--- config.mk ---
export PLATFORM = sky130hd
export DESIGN_NAME = dtp_timer_pair
export DESIGN_NICKNAME = d
export VERILOG_FILES = /design/src/shared/dtp_pkg.sv /design/src/logic/dtp_sync.sv /design/src/logic/dtp_phase.sv /design/src/logic/dtp_timer_pair.sv
export VERILOG_INCLUDE_DIRS = /design/src /design/src/shared
export SDC_FILE = /design/constraint.sdc
export NUM_CORES = 1
export LEC_CHECK = 0
export BUFFER_PORTS_ARGS = -buffer_cell sky130_fd_sc_hd__buf_2
export CAP_MARGIN = 20
export CORE_ASPECT_RATIO = 0.75
export CORE_MARGIN = 2
export CORE_UTILIZATION = 45
export CTS_BUF_LIST = sky130_fd_sc_hd__clkbuf_8
export DETAILED_ROUTE_END_ITERATION = 7
export GPL_TIMING_DRIVEN = 0
export PLACE_DENSITY_LB_ADDON = 0.2
export SETUP_SLACK_MARGIN = 0.02
export SYNTH_ARGS = -nofsm -noshare
export SYNTH_HDL_FRONTEND = slang
export SYNTH_SLANG_ARGS = --single-unit
--- constraint.sdc ---
create_clock -name CORE_CLK -period 2.95 [get_ports CORE_CLK]
set_clock_uncertainty 0.1 [all_clocks]
set_input_delay 0.59 -clock CORE_CLK [delete_from_list [all_inputs] [get_ports CORE_CLK]]
set_output_delay 0.59 -clock CORE_CLK [all_outputs]
set_load 0.005 [all_outputs]
--- src/shared/dtp_regs.svh ---
// register offsets, field positions, reset values and phase counts of the timer pair
`ifndef DTP_REGS_SVH
`define DTP_REGS_SVH

// ************************************************************
// register offsets on the plain register port
// ************************************************************
`define DTP_CPU_STATUS_ADR 8'h06
`define DTP_CORE_INT_ADR 8'h07
`define DTP_FIRST_COUNT_ADR 8'h10
`define DTP_SECOND_COUNT_ADR 8'h11
`define DTP_FIRST_PERIOD_ADR 8'h14
`define DTP_SECOND_PERIOD_ADR 8'h15
`define DTP_CONFIG_ONE_ADR 8'h16
`define DTP_CONFIG_TWO_ADR 8'h17
`define DTP_FLAGS_ONE_ADR 8'h26
`define DTP_ENABLES_ONE_ADR 8'h27

// ************************************************************
// field positions
// ************************************************************
`define DTP_GDIS_BIT 4
`define DTP_PEND_BIT 7
`define DTP_PERIPH_EN_BIT 3
`define DTP_CASCADE_BIT 3
`define DTP_CS2_BIT 1
`define DTP_CS1_BIT 0
`define DTP_ON2_BIT 1
`define DTP_ON1_BIT 0
`define DTP_WRAP2_BIT 5
`define DTP_WRAP1_BIT 4

// ************************************************************
// reset values and timing counts
// ************************************************************
`define DTP_FLAGS_OTHER 8'h02
`define DTP_GDIS_RST 1'b1
`define DTP_INS_LAST 2'h3
`define DTP_HALF_FIRST 2'h1

`endif

--- src/shared/dtp_pkg.sv ---
// types shared by the timer pair modules
package dtp_pkg;

  // state of the timer pair core
  typedef struct packed {
    logic [7:0] cnt1;
    logic [7:0] cnt2;
    logic [7:0] per1;
    logic [7:0] per2;
    logic cascade;
    logic cs1;
    logic cs2;
    logic on1;
    logic on2;
    logic flag1;
    logic flag2;
    logic ie1;
    logic ie2;
    logic periph_en;
    logic gdis;
    logic pin_prev;
    logic [7:0] rdata;
    logic irq;
  } dtp_state_t;

  // two flop synchroniser state
  typedef struct packed {
    logic q1;
    logic q2;
  } dtp_sync_t;

  // instruction cycle phase state
  typedef struct packed {
    logic [1:0] phase;
  } dtp_phase_t;

endpackage

--- src/logic/dtp_sync.sv ---
// two flop synchroniser for the external count pin
module dtp_sync (
  input wire logic clk,
  input wire logic rst_n,
  input wire logic d,
  output logic q
);

  dtp_pkg::dtp_sync_t st_reg; // current stages
  dtp_pkg::dtp_sync_t st_next; // next stages

  // first stage feeds only the second
  always_comb begin
    st_next.q1 = d;
    st_next.q2 = st_reg.q1;
  end

  // both stages clear on reset
  always_ff @(posedge clk or negedge rst_n) begin
    if (!rst_n) begin
      st_reg <= '0;
    end else begin
      st_reg <= st_next;
    end
  end

  assign q = st_reg.q2;

endmodule

--- src/logic/dtp_phase.sv ---
// instruction cycle phase generator: four core clocks per instruction cycle
`include "dtp_regs.svh"
module dtp_phase (
  input wire logic clk,
  input wire logic rst_n,
  output logic ins_tick,
  output logic half_tick
);

  dtp_pkg::dtp_phase_t st_reg; // current phase
  dtp_pkg::dtp_phase_t st_next; // next phase

  // free running modulo four count
  always_comb begin
    st_next.phase = 2'(st_reg.phase + 2'h1);
  end

  always_ff @(posedge clk or negedge rst_n) begin
    if (!rst_n) begin
      st_reg <= '0;
    end else begin
      st_reg <= st_next;
    end
  end

  // one pulse per instruction cycle, two per cycle for the fast sampler
  assign ins_tick = (st_reg.phase == `DTP_INS_LAST);
  assign half_tick = (st_reg.phase == `DTP_INS_LAST) || (st_reg.phase == `DTP_HALF_FIRST);

endmodule

--- src/logic/dtp_timer_pair.sv ---
// two 8-bit period timers that can be cascaded into one 16-bit timer
`include "dtp_regs.svh"

// Notes on behaviour
// - cascade clear: two independent 8-bit timers
// - source clear: count every instruction cycle
// - source set: count external pin falling edges
// - count to period, then wrap to zero
// - each wrap latches its own flag
// - irq needs enable, peripheral enable, global enabled
// - run bit clear: no count, no flag
// - external pin synchronised before counting
// - cascade: 16-bit count, period, first flag
// - cascade: first source select drives both
// - cascade needs both run bits set
// - cascade external: sample pin twice per cycle
// - counts and periods survive warm reset
module dtp_timer_pair (
  input wire logic CORE_CLK,
  input wire logic RST_N,
  input wire logic WARM_RST,
  input wire logic [7:0] ADDR,
  input wire logic [7:0] WDATA,
  input wire logic WR,
  input wire logic RD,
  output logic [7:0] RDATA,
  input wire logic COUNT_PIN,
  output logic IRQ
);

  // ************************************************************
  // constants and helpers
  // ************************************************************

  // power-on value: global interrupts start disabled, rest clear
  localparam dtp_pkg::dtp_state_t ST_RST = '{
    cnt1: 8'h00,
    cnt2: 8'h00,
    per1: 8'h00,
    per2: 8'h00,
    cascade: 1'b0,
    cs1: 1'b0,
    cs2: 1'b0,
    on1: 1'b0,
    on2: 1'b0,
    flag1: 1'b0,
    flag2: 1'b0,
    ie1: 1'b0,
    ie2: 1'b0,
    periph_en: 1'b0,
    gdis: `DTP_GDIS_RST,
    pin_prev: 1'b0,
    rdata: 8'h00,
    irq: 1'b0
  };

  // address decode used for every register write
  function automatic logic hit(input logic [7:0] a, input logic [7:0] off);
    hit = (a == off);
  endfunction

  // next value of an 8-bit timer: wrap to zero once it equals period
  function automatic logic [7:0] step8(input logic [7:0] c, input logic [7:0] p);
    if (c == p) begin
      step8 = 8'h00;
    end else begin
      step8 = 8'(c + 8'h01);
    end
  endfunction

  // ************************************************************
  // state
  // ************************************************************

  dtp_pkg::dtp_state_t st_reg; // all registered state
  dtp_pkg::dtp_state_t st_next; // its next value

  logic pin_sync; // pin after two flops
  logic ins_tick; // one pulse per instruction cycle
  logic half_tick; // two pulses per instruction cycle
  logic sample; // pin sample strobe
  logic fall; // sampled falling edge on the pin
  logic src1; // first timer clock event
  logic src2; // second timer clock event
  logic adv1; // first timer advances
  logic adv2; // second timer advances
  logic wrap1; // first timer wraps this cycle
  logic wrap2; // second timer wraps this cycle
  logic [15:0] joined; // cascaded count
  logic [15:0] joined_per; // cascaded period
  logic [15:0] joined_step; // cascaded next count
  logic [7:0] nc1; // first count after counting
  logic [7:0] nc2; // second count after counting
  logic pend; // some enabled flag is set
  logic wr_flags; // write to the flag register

  // ************************************************************
  // pin synchroniser and phase generator
  // ************************************************************

  // pin comes from outside, so two flops before any use
  dtp_sync u_sync (
    .clk(CORE_CLK),
    .rst_n(RST_N),
    .d(COUNT_PIN),
    .q(pin_sync)
  );

  // instruction cycle is four core clocks
  dtp_phase u_phase (
    .clk(CORE_CLK),
    .rst_n(RST_N),
    .ins_tick(ins_tick),
    .half_tick(half_tick)
  );

  // ************************************************************
  // clock event selection
  // ************************************************************

  // sample strobe for the pin
  always_comb begin
    // cascaded external counting samples the pin twice per cycle
    if (st_reg.cascade && st_reg.cs1) begin
      sample = half_tick;
    end else begin
      // independent timers sample once per instruction cycle
      sample = ins_tick;
    end
    // falling edge seen between two samples
    fall = sample && st_reg.pin_prev && !pin_sync;
  end

  // per timer clock event
  always_comb begin
    // source select clear: instruction cycle, set: pin edge
    src1 = st_reg.cs1 ? fall : ins_tick;
    // in cascade the second select is a don't care
    if (st_reg.cascade) begin
      src2 = src1;
    end else begin
      src2 = st_reg.cs2 ? fall : ins_tick;
    end
  end

  // ************************************************************
  // counting
  // ************************************************************

  // next counts and wrap events for both modes
  always_comb begin
    joined = {st_reg.cnt2, st_reg.cnt1};
    joined_per = {st_reg.per2, st_reg.per1};
    // cascaded step wraps once it matches the joined period
    if (joined == joined_per) begin
      joined_step = 16'h0000;
    end else begin
      joined_step = 16'(joined + 16'h0001);
    end
    // run bits gate every count; stopped timers keep their value
    adv1 = st_reg.on1 && src1;
    adv2 = st_reg.on2 && src2;
    nc1 = st_reg.cnt1;
    nc2 = st_reg.cnt2;
    wrap1 = 1'b0;
    wrap2 = 1'b0;
    if (!st_reg.cascade) begin
      // two independent 8-bit timers
      if (adv1) begin
        nc1 = step8(st_reg.cnt1, st_reg.per1);
        wrap1 = (st_reg.cnt1 == st_reg.per1);
      end
      if (adv2) begin
        nc2 = step8(st_reg.cnt2, st_reg.per2);
        wrap2 = (st_reg.cnt2 == st_reg.per2);
      end
    end else if (adv1 && st_reg.on2) begin
      // both run bits set: whole 16-bit timer counts
      nc1 = joined_step[7:0];
      nc2 = joined_step[15:8];
      // a cascaded wrap raises only the first flag
      wrap1 = (joined == joined_per);
    end else if (adv1) begin
      // second run bit clear: only the low byte counts, no carry
      nc1 = 8'(st_reg.cnt1 + 8'h01);
    end
  end

  // ************************************************************
  // interrupt request
  // ************************************************************

  // any enabled flag; also the peripheral pending bit
  always_comb begin
    pend = (st_reg.flag1 && st_reg.ie1) || (st_reg.flag2 && st_reg.ie2);
  end

  // ************************************************************
  // register writes, flag updates and read data
  // ************************************************************

  // one next-state process for the whole block
  always_comb begin
    st_next = st_reg;
    wr_flags = WR && hit(ADDR, `DTP_FLAGS_ONE_ADR);

    // counting result; a software write below takes priority
    st_next.cnt1 = nc1;
    st_next.cnt2 = nc2;

    // pin history only moves on the sample strobe
    if (sample) begin
      st_next.pin_prev = pin_sync;
    end

    // register writes
    if (WR) begin
      if (hit(ADDR, `DTP_FIRST_COUNT_ADR)) begin
        st_next.cnt1 = WDATA;
      end
      if (hit(ADDR, `DTP_SECOND_COUNT_ADR)) begin
        st_next.cnt2 = WDATA;
      end
      if (hit(ADDR, `DTP_FIRST_PERIOD_ADR)) begin
        st_next.per1 = WDATA;
      end
      if (hit(ADDR, `DTP_SECOND_PERIOD_ADR)) begin
        st_next.per2 = WDATA;
      end
      if (hit(ADDR, `DTP_CONFIG_ONE_ADR)) begin
        st_next.cascade = WDATA[`DTP_CASCADE_BIT];
        st_next.cs2 = WDATA[`DTP_CS2_BIT];
        st_next.cs1 = WDATA[`DTP_CS1_BIT];
      end
      if (hit(ADDR, `DTP_CONFIG_TWO_ADR)) begin
        st_next.on2 = WDATA[`DTP_ON2_BIT];
        st_next.on1 = WDATA[`DTP_ON1_BIT];
      end
      if (hit(ADDR, `DTP_ENABLES_ONE_ADR)) begin
        st_next.ie2 = WDATA[`DTP_WRAP2_BIT];
        st_next.ie1 = WDATA[`DTP_WRAP1_BIT];
      end
      if (hit(ADDR, `DTP_CORE_INT_ADR)) begin
        st_next.periph_en = WDATA[`DTP_PERIPH_EN_BIT];
      end
      if (hit(ADDR, `DTP_CPU_STATUS_ADR)) begin
        st_next.gdis = WDATA[`DTP_GDIS_BIT];
      end
    end

    // sticky flags: write one clears, a wrap in the same cycle wins
    st_next.flag1 = wrap1 || (st_reg.flag1 && !(wr_flags && WDATA[`DTP_WRAP1_BIT]));
    st_next.flag2 = wrap2 || (st_reg.flag2 && !(wr_flags && WDATA[`DTP_WRAP2_BIT]));

    // interrupt gated by enables and the global disable
    st_next.irq = pend && st_reg.periph_en && !st_reg.gdis;

    // read data stands only in the cycle after the strobe
    st_next.rdata = 8'h00;
    if (RD) begin
      case (ADDR)
        `DTP_FIRST_COUNT_ADR: begin
          st_next.rdata = st_reg.cnt1;
        end
        `DTP_SECOND_COUNT_ADR: begin
          st_next.rdata = st_reg.cnt2;
        end
        `DTP_FIRST_PERIOD_ADR: begin
          st_next.rdata = st_reg.per1;
        end
        `DTP_SECOND_PERIOD_ADR: begin
          st_next.rdata = st_reg.per2;
        end
        `DTP_CONFIG_ONE_ADR: begin
          st_next.rdata[`DTP_CASCADE_BIT] = st_reg.cascade;
          st_next.rdata[`DTP_CS2_BIT] = st_reg.cs2;
          st_next.rdata[`DTP_CS1_BIT] = st_reg.cs1;
        end
        `DTP_CONFIG_TWO_ADR: begin
          st_next.rdata[`DTP_ON2_BIT] = st_reg.on2;
          st_next.rdata[`DTP_ON1_BIT] = st_reg.on1;
        end
        `DTP_FLAGS_ONE_ADR: begin
          // bits of other peripherals read at their reset value
          st_next.rdata = `DTP_FLAGS_OTHER;
          st_next.rdata[`DTP_WRAP2_BIT] = st_reg.flag2;
          st_next.rdata[`DTP_WRAP1_BIT] = st_reg.flag1;
        end
        `DTP_ENABLES_ONE_ADR: begin
          st_next.rdata[`DTP_WRAP2_BIT] = st_reg.ie2;
          st_next.rdata[`DTP_WRAP1_BIT] = st_reg.ie1;
        end
        `DTP_CORE_INT_ADR: begin
          st_next.rdata[`DTP_PEND_BIT] = pend;
          st_next.rdata[`DTP_PERIPH_EN_BIT] = st_reg.periph_en;
        end
        `DTP_CPU_STATUS_ADR: begin
          st_next.rdata[`DTP_GDIS_BIT] = st_reg.gdis;
        end
        default: begin
          // unmapped addresses read as zero
          st_next.rdata = 8'h00;
        end
      endcase
    end

    // warm reset clears control but keeps counts and periods
    if (WARM_RST) begin
      st_next = ST_RST;
      st_next.cnt1 = st_reg.cnt1;
      st_next.cnt2 = st_reg.cnt2;
      st_next.per1 = st_reg.per1;
      st_next.per2 = st_reg.per2;
    end
  end

  // ************************************************************
  // state register
  // ************************************************************

  // power-on reset gives the counts a fixed value instead of an unknown one
  always_ff @(posedge CORE_CLK or negedge RST_N) begin
    if (!RST_N) begin
      st_reg <= ST_RST;
    end else begin
      st_reg <= st_next;
    end
  end

  // ************************************************************
  // outputs, straight from flops
  // ************************************************************

  assign RDATA = st_reg.rdata;
  assign IRQ = st_reg.irq;

endmodule

==> impl_metrics.json, run 1 <==
{
  "numCtsBuffers": 9,
  "fmax_ghz": 0.359,
  "synth-async-reset-ratio_pct": 100,
  "grt_pass1_vias": 3364,
  "io_buffers": 26,
  "ys_warn_count": 0,
  "finalNetCount": 483,
  "drt_wl_total_um": 11400,
  "clkTransAtPathRegs_ps": 70,
  "setup_ws_ps": 161,
  "synth.area.top_cells": "dfrtp_1 (37%), nand2_1 (4.6%), mux2_2 (3.5%)",
  "row_count": 29,
  "die_area_mm2": 0.00924,
  "grt_max_degree": 39,
  "initial_utilization_pct": 45.7,
  "diodes": 0,
  "drcViolationCount": 0,
  "final-instance-count-excl-fill": 570,
  "ys_seq_area_share_pct": 37.4,
  "crit-reg2reg-capture": "joined[3]",
  "setup_viol": 0,
  "register_area_mm2": 0.00143,
  "pre_cts_ws_ps": 60.0,
  "synthFlopType": "dfrtp_1",
  "grt_pass1_wl_um": 18400,
  "wl_per_cell_um": 20.1,
  "min_period_ps": 2790,
  "drive_gt1_share_pct": 21.0,
  "cp.arrival_ps": 2940,
  "synth_nets": 445,
  "power_density_mw_per_mm2": 433,
  "end_kind": "register",
  "path_max_fanout": 9,
  "tightest_slew_ps": 702,
  "hold_buffers": 0,
  "p_total_mw": 1.86,
  "ff2ff_setup_slack_ps": 160,
  "rsz0062_at_grt": "false",
  "synthToLayoutAreaGrowth_pct": 12.7,
  "dp_cells": 554,
  "clk_latency_ps": 360,
  "synth_largest_area_cell": "dfrtp_1",
  "synth-edff-count": 0,
  "hold_class": "in2async",
  "core-area_mm2": 0.00835,
  "cts.sinks": 57,
  "via_per_inst": 6.19,
  "multi_input_area_mm2": 0.00218,
  "ant_nets": 0,
  "startpoint": "joined[14]",
  "netlist.area_leader.share_pct": 36.7,
  "dpl.hpwl_um": 8320,
  "pin_count": 31,
  "root_buffer": "clkbuf_8",
  "die_y_um": 83.8,
  "crit_path_end": "joined[3]",
  "synth_common_cells": "dfrtp_1 (56), nand2_1 (47), nand3_1 (23), nor2_1 (23), a21oi_1 (22)",
  "post_synth_num_cell_types": 68,
  "vias": 3530,
  "cts_tree": "built",
  "grt_use_total_pct": 26.7,
  "p_leak_nw": 1.84,
  "cp-start-kind": "register",
  "hold_viol": 0,
  "maxSlewViolCount": 0,
  "finalCritPeriodShare_pct": 94.6,
  "synth_most_common_cell": "dfrtp_1",
  "tns_ps": 0,
  "path_class": "reg2reg",
  "drtIter0Drc": 381,
  "place_congestion": 0.929,
  "slew-limit-headroom_pct": 53.2,
  "overflow": 0,
  "post_cts_resized": 0,
  "run_status": "finished, final reports clean",
  "syn_inst": 419,
  "drtPass1Iterations": 6,
  "cts_setup_buffers": 0,
  "worst_r2r_path_depth": 7,
  "htreeDepth": 3,
  "grt_antenna_before_repair": 0,
  "fillers": 810,
  "ys_ff_latch": 57,
  "netlist_area_mm2": 0.00382,
  "holdWs_ps": 94.3,
  "clockBufferDepth": 2,
  "maxCapViolCount": 0,
  "die_x_um": 110,
  "cp.required_ps": 3100,
  "peakVddDrop_uv": 331,
  "r2r-start": "joined[14]",
  "syn_avg_cell_area_um2": 9.11
}
layout make-up:
class	count	area share (%)
Buffer	36	4.10
Multi-Input combinational cell	315	50.6
Inverter	11	0.960
Timing Repair Buffer	27	3.49
Clock buffer	10	3.20
Sequential cell	57	33.2
Clock inverter	6	1.37
Tap cell	108	3.14
cells by family after synthesis:
kind of cell	after synthesis	share of synthesized area [%]
AOI/OAI and AO/OA	100	18.6
muxes	27	8.52
xor gates and xnor gates	21	4.82
DFF	57	37.4
adders and majority gates	4	1.31
and+or+nand+nor	163	23.7
buffers and inverters	47	5.70
report_power, final:
part / internal, mW / total, mW / switching (mW)
logic: 0.102 / 0.287 / 0.185
clock network: 0.406 / 0.744 / 0.338
registers: 0.809 / 0.833 / 0.0246
layer usage:
metal	track usage, %	up-vias	wire (um)
li1	-	1619	-
met3	8.59	10	1080
met4	8.18	0	125
met2	37.0	161	5010
met5	0	-	0
met1	39.3	1740	5230
through the flow:
stage	instance area [um2]	utilization [%]
2_1_floorplan	3820	-
4_1_cts	4300	51.5
6_report	4300	51.6
5_1_grt	4300	51.6
3_5_place_dp	4100	49.2
3_3_place_gp	4080	48.9
worst min path at each step:
stage / cells past startpoint / end / startpoint / slack [ps]
finish: 1 / joined[5] / RST_N / 90
global placement: 0 / u_sync.q / u_sync.st_next[0] / 240
CTS: 1 / joined_per[7] / RST_N / 110
global route: 1 / joined_per[7] / RST_N / 120
detailed placement: 0 / u_sync.q / u_sync.st_next[0] / 240
floorplan: 0 / IRQ / RST_N / 190
placed cells by master, fill, tap and decap left out, types with 11 or more instances in the layout:
| cell type | count |
|---|---|
| dfrtp_1 | 56 |
| nand2_1 | 47 |
| buf_2 | 29 |
| nand3_1 | 23 |
| nor2_1 | 23 |
| a21oi_1 | 22 |
| clkbuf_1 | 20 |
| o21ai_0 | 19 |
| xnor2_1 | 13 |
| inv_1 | 12 |
| mux2_2 | 12 |
| nor3_1 | 11 |
critical path, stage by stage, from the launching register on:
cell	delay [ps]
dfrtp_1	330
clkbuf_1	390
xor2_1	160
nor4_2	630
a31oi_1	280
nand2b_1	360
a31o_2	270
a22o_1	170
No activity file was read; power rests on OpenSTA's default activity.
==> inputs of run 2 (changes only) <==
--- a/config.mk
+++ b/config.mk
@@ -10,3 +10,3 @@
 export CAP_MARGIN = 20
-export CORE_ASPECT_RATIO = 0.75
+export CORE_ASPECT_RATIO = 0.8
 export CORE_MARGIN = 2
==> constraint.sdc (replaced) <==
create_clock -name CORE_CLK -period 2.95 [get_ports CORE_CLK]
set_clock_uncertainty 0.1 [all_clocks]
set_input_delay 0.4425 -clock CORE_CLK [delete_from_list [all_inputs] [get_ports CORE_CLK]]
set_output_delay 0.4425 -clock CORE_CLK [all_outputs]
set_load 0.005 [all_outputs]
==> run 2 against run 1 <==
  * Total power decreased by 0.19%
  * Count of clock-buffer cells in the layout is 1 higher
  * Worst hold slack gained 8.5 ps
  * Register-to-register slack lost 40 ps
  * Clock power about the same
  * Largest power group unchanged
==> impl_metrics.json, run 2 (synthesized netlist as in run 1, its figures left out) <==
{
  "run_status": "finished, final reports clean",
  "die_y_um": 86.4,
  "finalCritPeriodShare_pct": 95.8,
  "p_leak_nw": 1.85,
  "max_stage_delay_ps": 650,
  "cts_setup_buffers": 0,
  "grt_max_degree": 39,
  "grt_pass1_vias": 3233,
  "fillers": 781,
  "dpl.hpwl_um": 8180,
  "slew-limit-headroom_pct": 49.0,
  "pin_count": 31,
  "drive_gt1_share_pct": 20.7,
  "path_max_fanout": 9,
  "diodes": 0,
  "clkTransAtPathRegs_ps": 70,
  "numCtsBuffers": 9,
  "row_count": 30,
  "via_per_inst": 6.12,
  "hold_class": "in2reg",
  "final-instance-count-excl-fill": 575,
  "tns_ps": 0,
  "wl_met2_um": 4800,
  "rsz0062_at_grt": "false",
  "dp_cells": 558,
  "finalInstanceArea_mm2": 0.00432,
  "maxSlewViolCount": 0,
  "startpoint": "joined[14]",
  "multi_input_area_mm2": 0.00218,
  "clk_latency_ps": 350,
  "grt_pass1_wl_um": 17500,
  "core-area_mm2": 0.00837,
  "min_period_ps": 2830,
  "die_x_um": 107,
  "wl_per_cell_um": 19.4,
  "clockBufferDepth": 2,
  "hold_viol": 0,
  "drt_wl_total_um": 11200,
  "top_layer": "met4",
  "cp.required_ps": 3090,
  "register_area_mm2": 0.00143,
  "die_area_mm2": 0.00924,
  "vias": 3519,
  "path_class": "reg2reg",
  "cts.sinks": 57,
  "power_density_mw_per_mm2": 431,
  "fmax_ghz": 0.354,
  "path_cells": "clkbuf_1, xor2_1, nor4_2, a31oi_1, nand2b_1, a31o_2, a22o_1",
  "drtIter0Drc": 307,
  "layout_common_cells": "dfrtp_1 (56), nand2_1 (47), buf_2 (29)",
  "io_buffers": 26,
  "grt_use_total_pct": 25.3,
  "synthToLayoutAreaGrowth_pct": 13.2,
  "peakVddDrop_uv": 293,
  "root_buffer": "clkbuf_8",
  "end_kind": "register",
  "drtPass1Iterations": 5,
  "wl_met3_um": 1080,
  "tightest_slew_ps": 765,
  "cp-start-kind": "register",
  "layout_commonest_cell": "dfrtp_1",
  "cp.arrival_ps": 2960,
  "cts_tree": "built",
  "slowest_stage": "nor4_2",
  "drcViolationCount": 0,
  "ant_nets": 0,
  "post_dp_cell_area_mm2": 0.00411,
  "initial_utilization_pct": 45.6,
  "setup_viol": 0,
  "holdWs_ps": 103,
  "overflow": 0,
  "finalNetCount": 484,
  "htreeDepth": 3,
  "wl_met1_um": 5030,
  "place_congestion": 0.928,
  "r2r-start": "joined[14]",
  "grt_antenna_before_repair": 0,
  "maxCapViolCount": 0,
  "hp-start": "COUNT_PIN"
}
run 2: changes by cell type in the layout (fill, tap and decap cells not counted):
cell,previous run,this run
clkinvlp_4,2,0
clkbuf_8,10,11
dlygate4sd3_1,0,1
inv_1,12,13
run 2: final timing paths:
path / to / slack, ps / cells after the start
setup / recovery: joined[5] / 120 / 7
hold / removal: u_sync.st_next[0] / 100 / 1
setup reg to reg: joined[5] / 120 / 7
hold reg to reg: u_sync.q / 250 / 0
max in group asynchronous: st_reg[10] / 1630 / 3
min in group asynchronous: joined_per[15] / 480 / 2
run 2: what timing repair did:
item                                    in CTS  in global routing
endpoints found under the hold margin       19                  0
hold buffers                                 1                  0
endpoints found under the setup margin       0                  5
gates resized for setup                      0                  1
run 2: critical path: cells and delay by family (launching register included):
family | cells | cell delay, ps
flops | 1 | 320
compound gates | 3 | 740
buf+inv | 1 | 380
xor+xnor | 1 | 150
simple gates | 2 | 1020
run 2: through the flow:
step                power, mW  worst slack [ps]  util (%)
finish                   1.86               123      51.6
global route             1.94              36.4      51.6
CTS                      1.87              96.3      51.6
detailed placement       1.13               144      49.1
global placement         1.12               136      48.8
floorplan                1.02               637         -
run 2: layout make-up:
type / instances / area share (%)
inverter: 11 / 0.956
timing repair buffer: 28 / 3.71
sequential: 57 / 33.0
tap: 112 / 3.24
multi-input combinational: 315 / 50.4
clock buffer: 11 / 3.50
buffer: 36 / 4.08
clock inverter: 5 / 1.10
run 2: where the power goes:
part / switching, mW / total, mW / internal, mW
combinational: 0.180 / 0.283 / 0.103
clock: 0.318 / 0.745 / 0.427
sequential: 0.0243 / 0.833 / 0.809
run 2: per-layer routing:
| layer | GRT usage (%) | vias up |
|---|---|---|
| met5 | 0 | - |
| met4 | 8.97 | 0 |
| met3 | 7.89 | 28 |
| met2 | 36.0 | 182 |
| met1 | 36.2 | 1694 |
| li1 | - | 1615 |
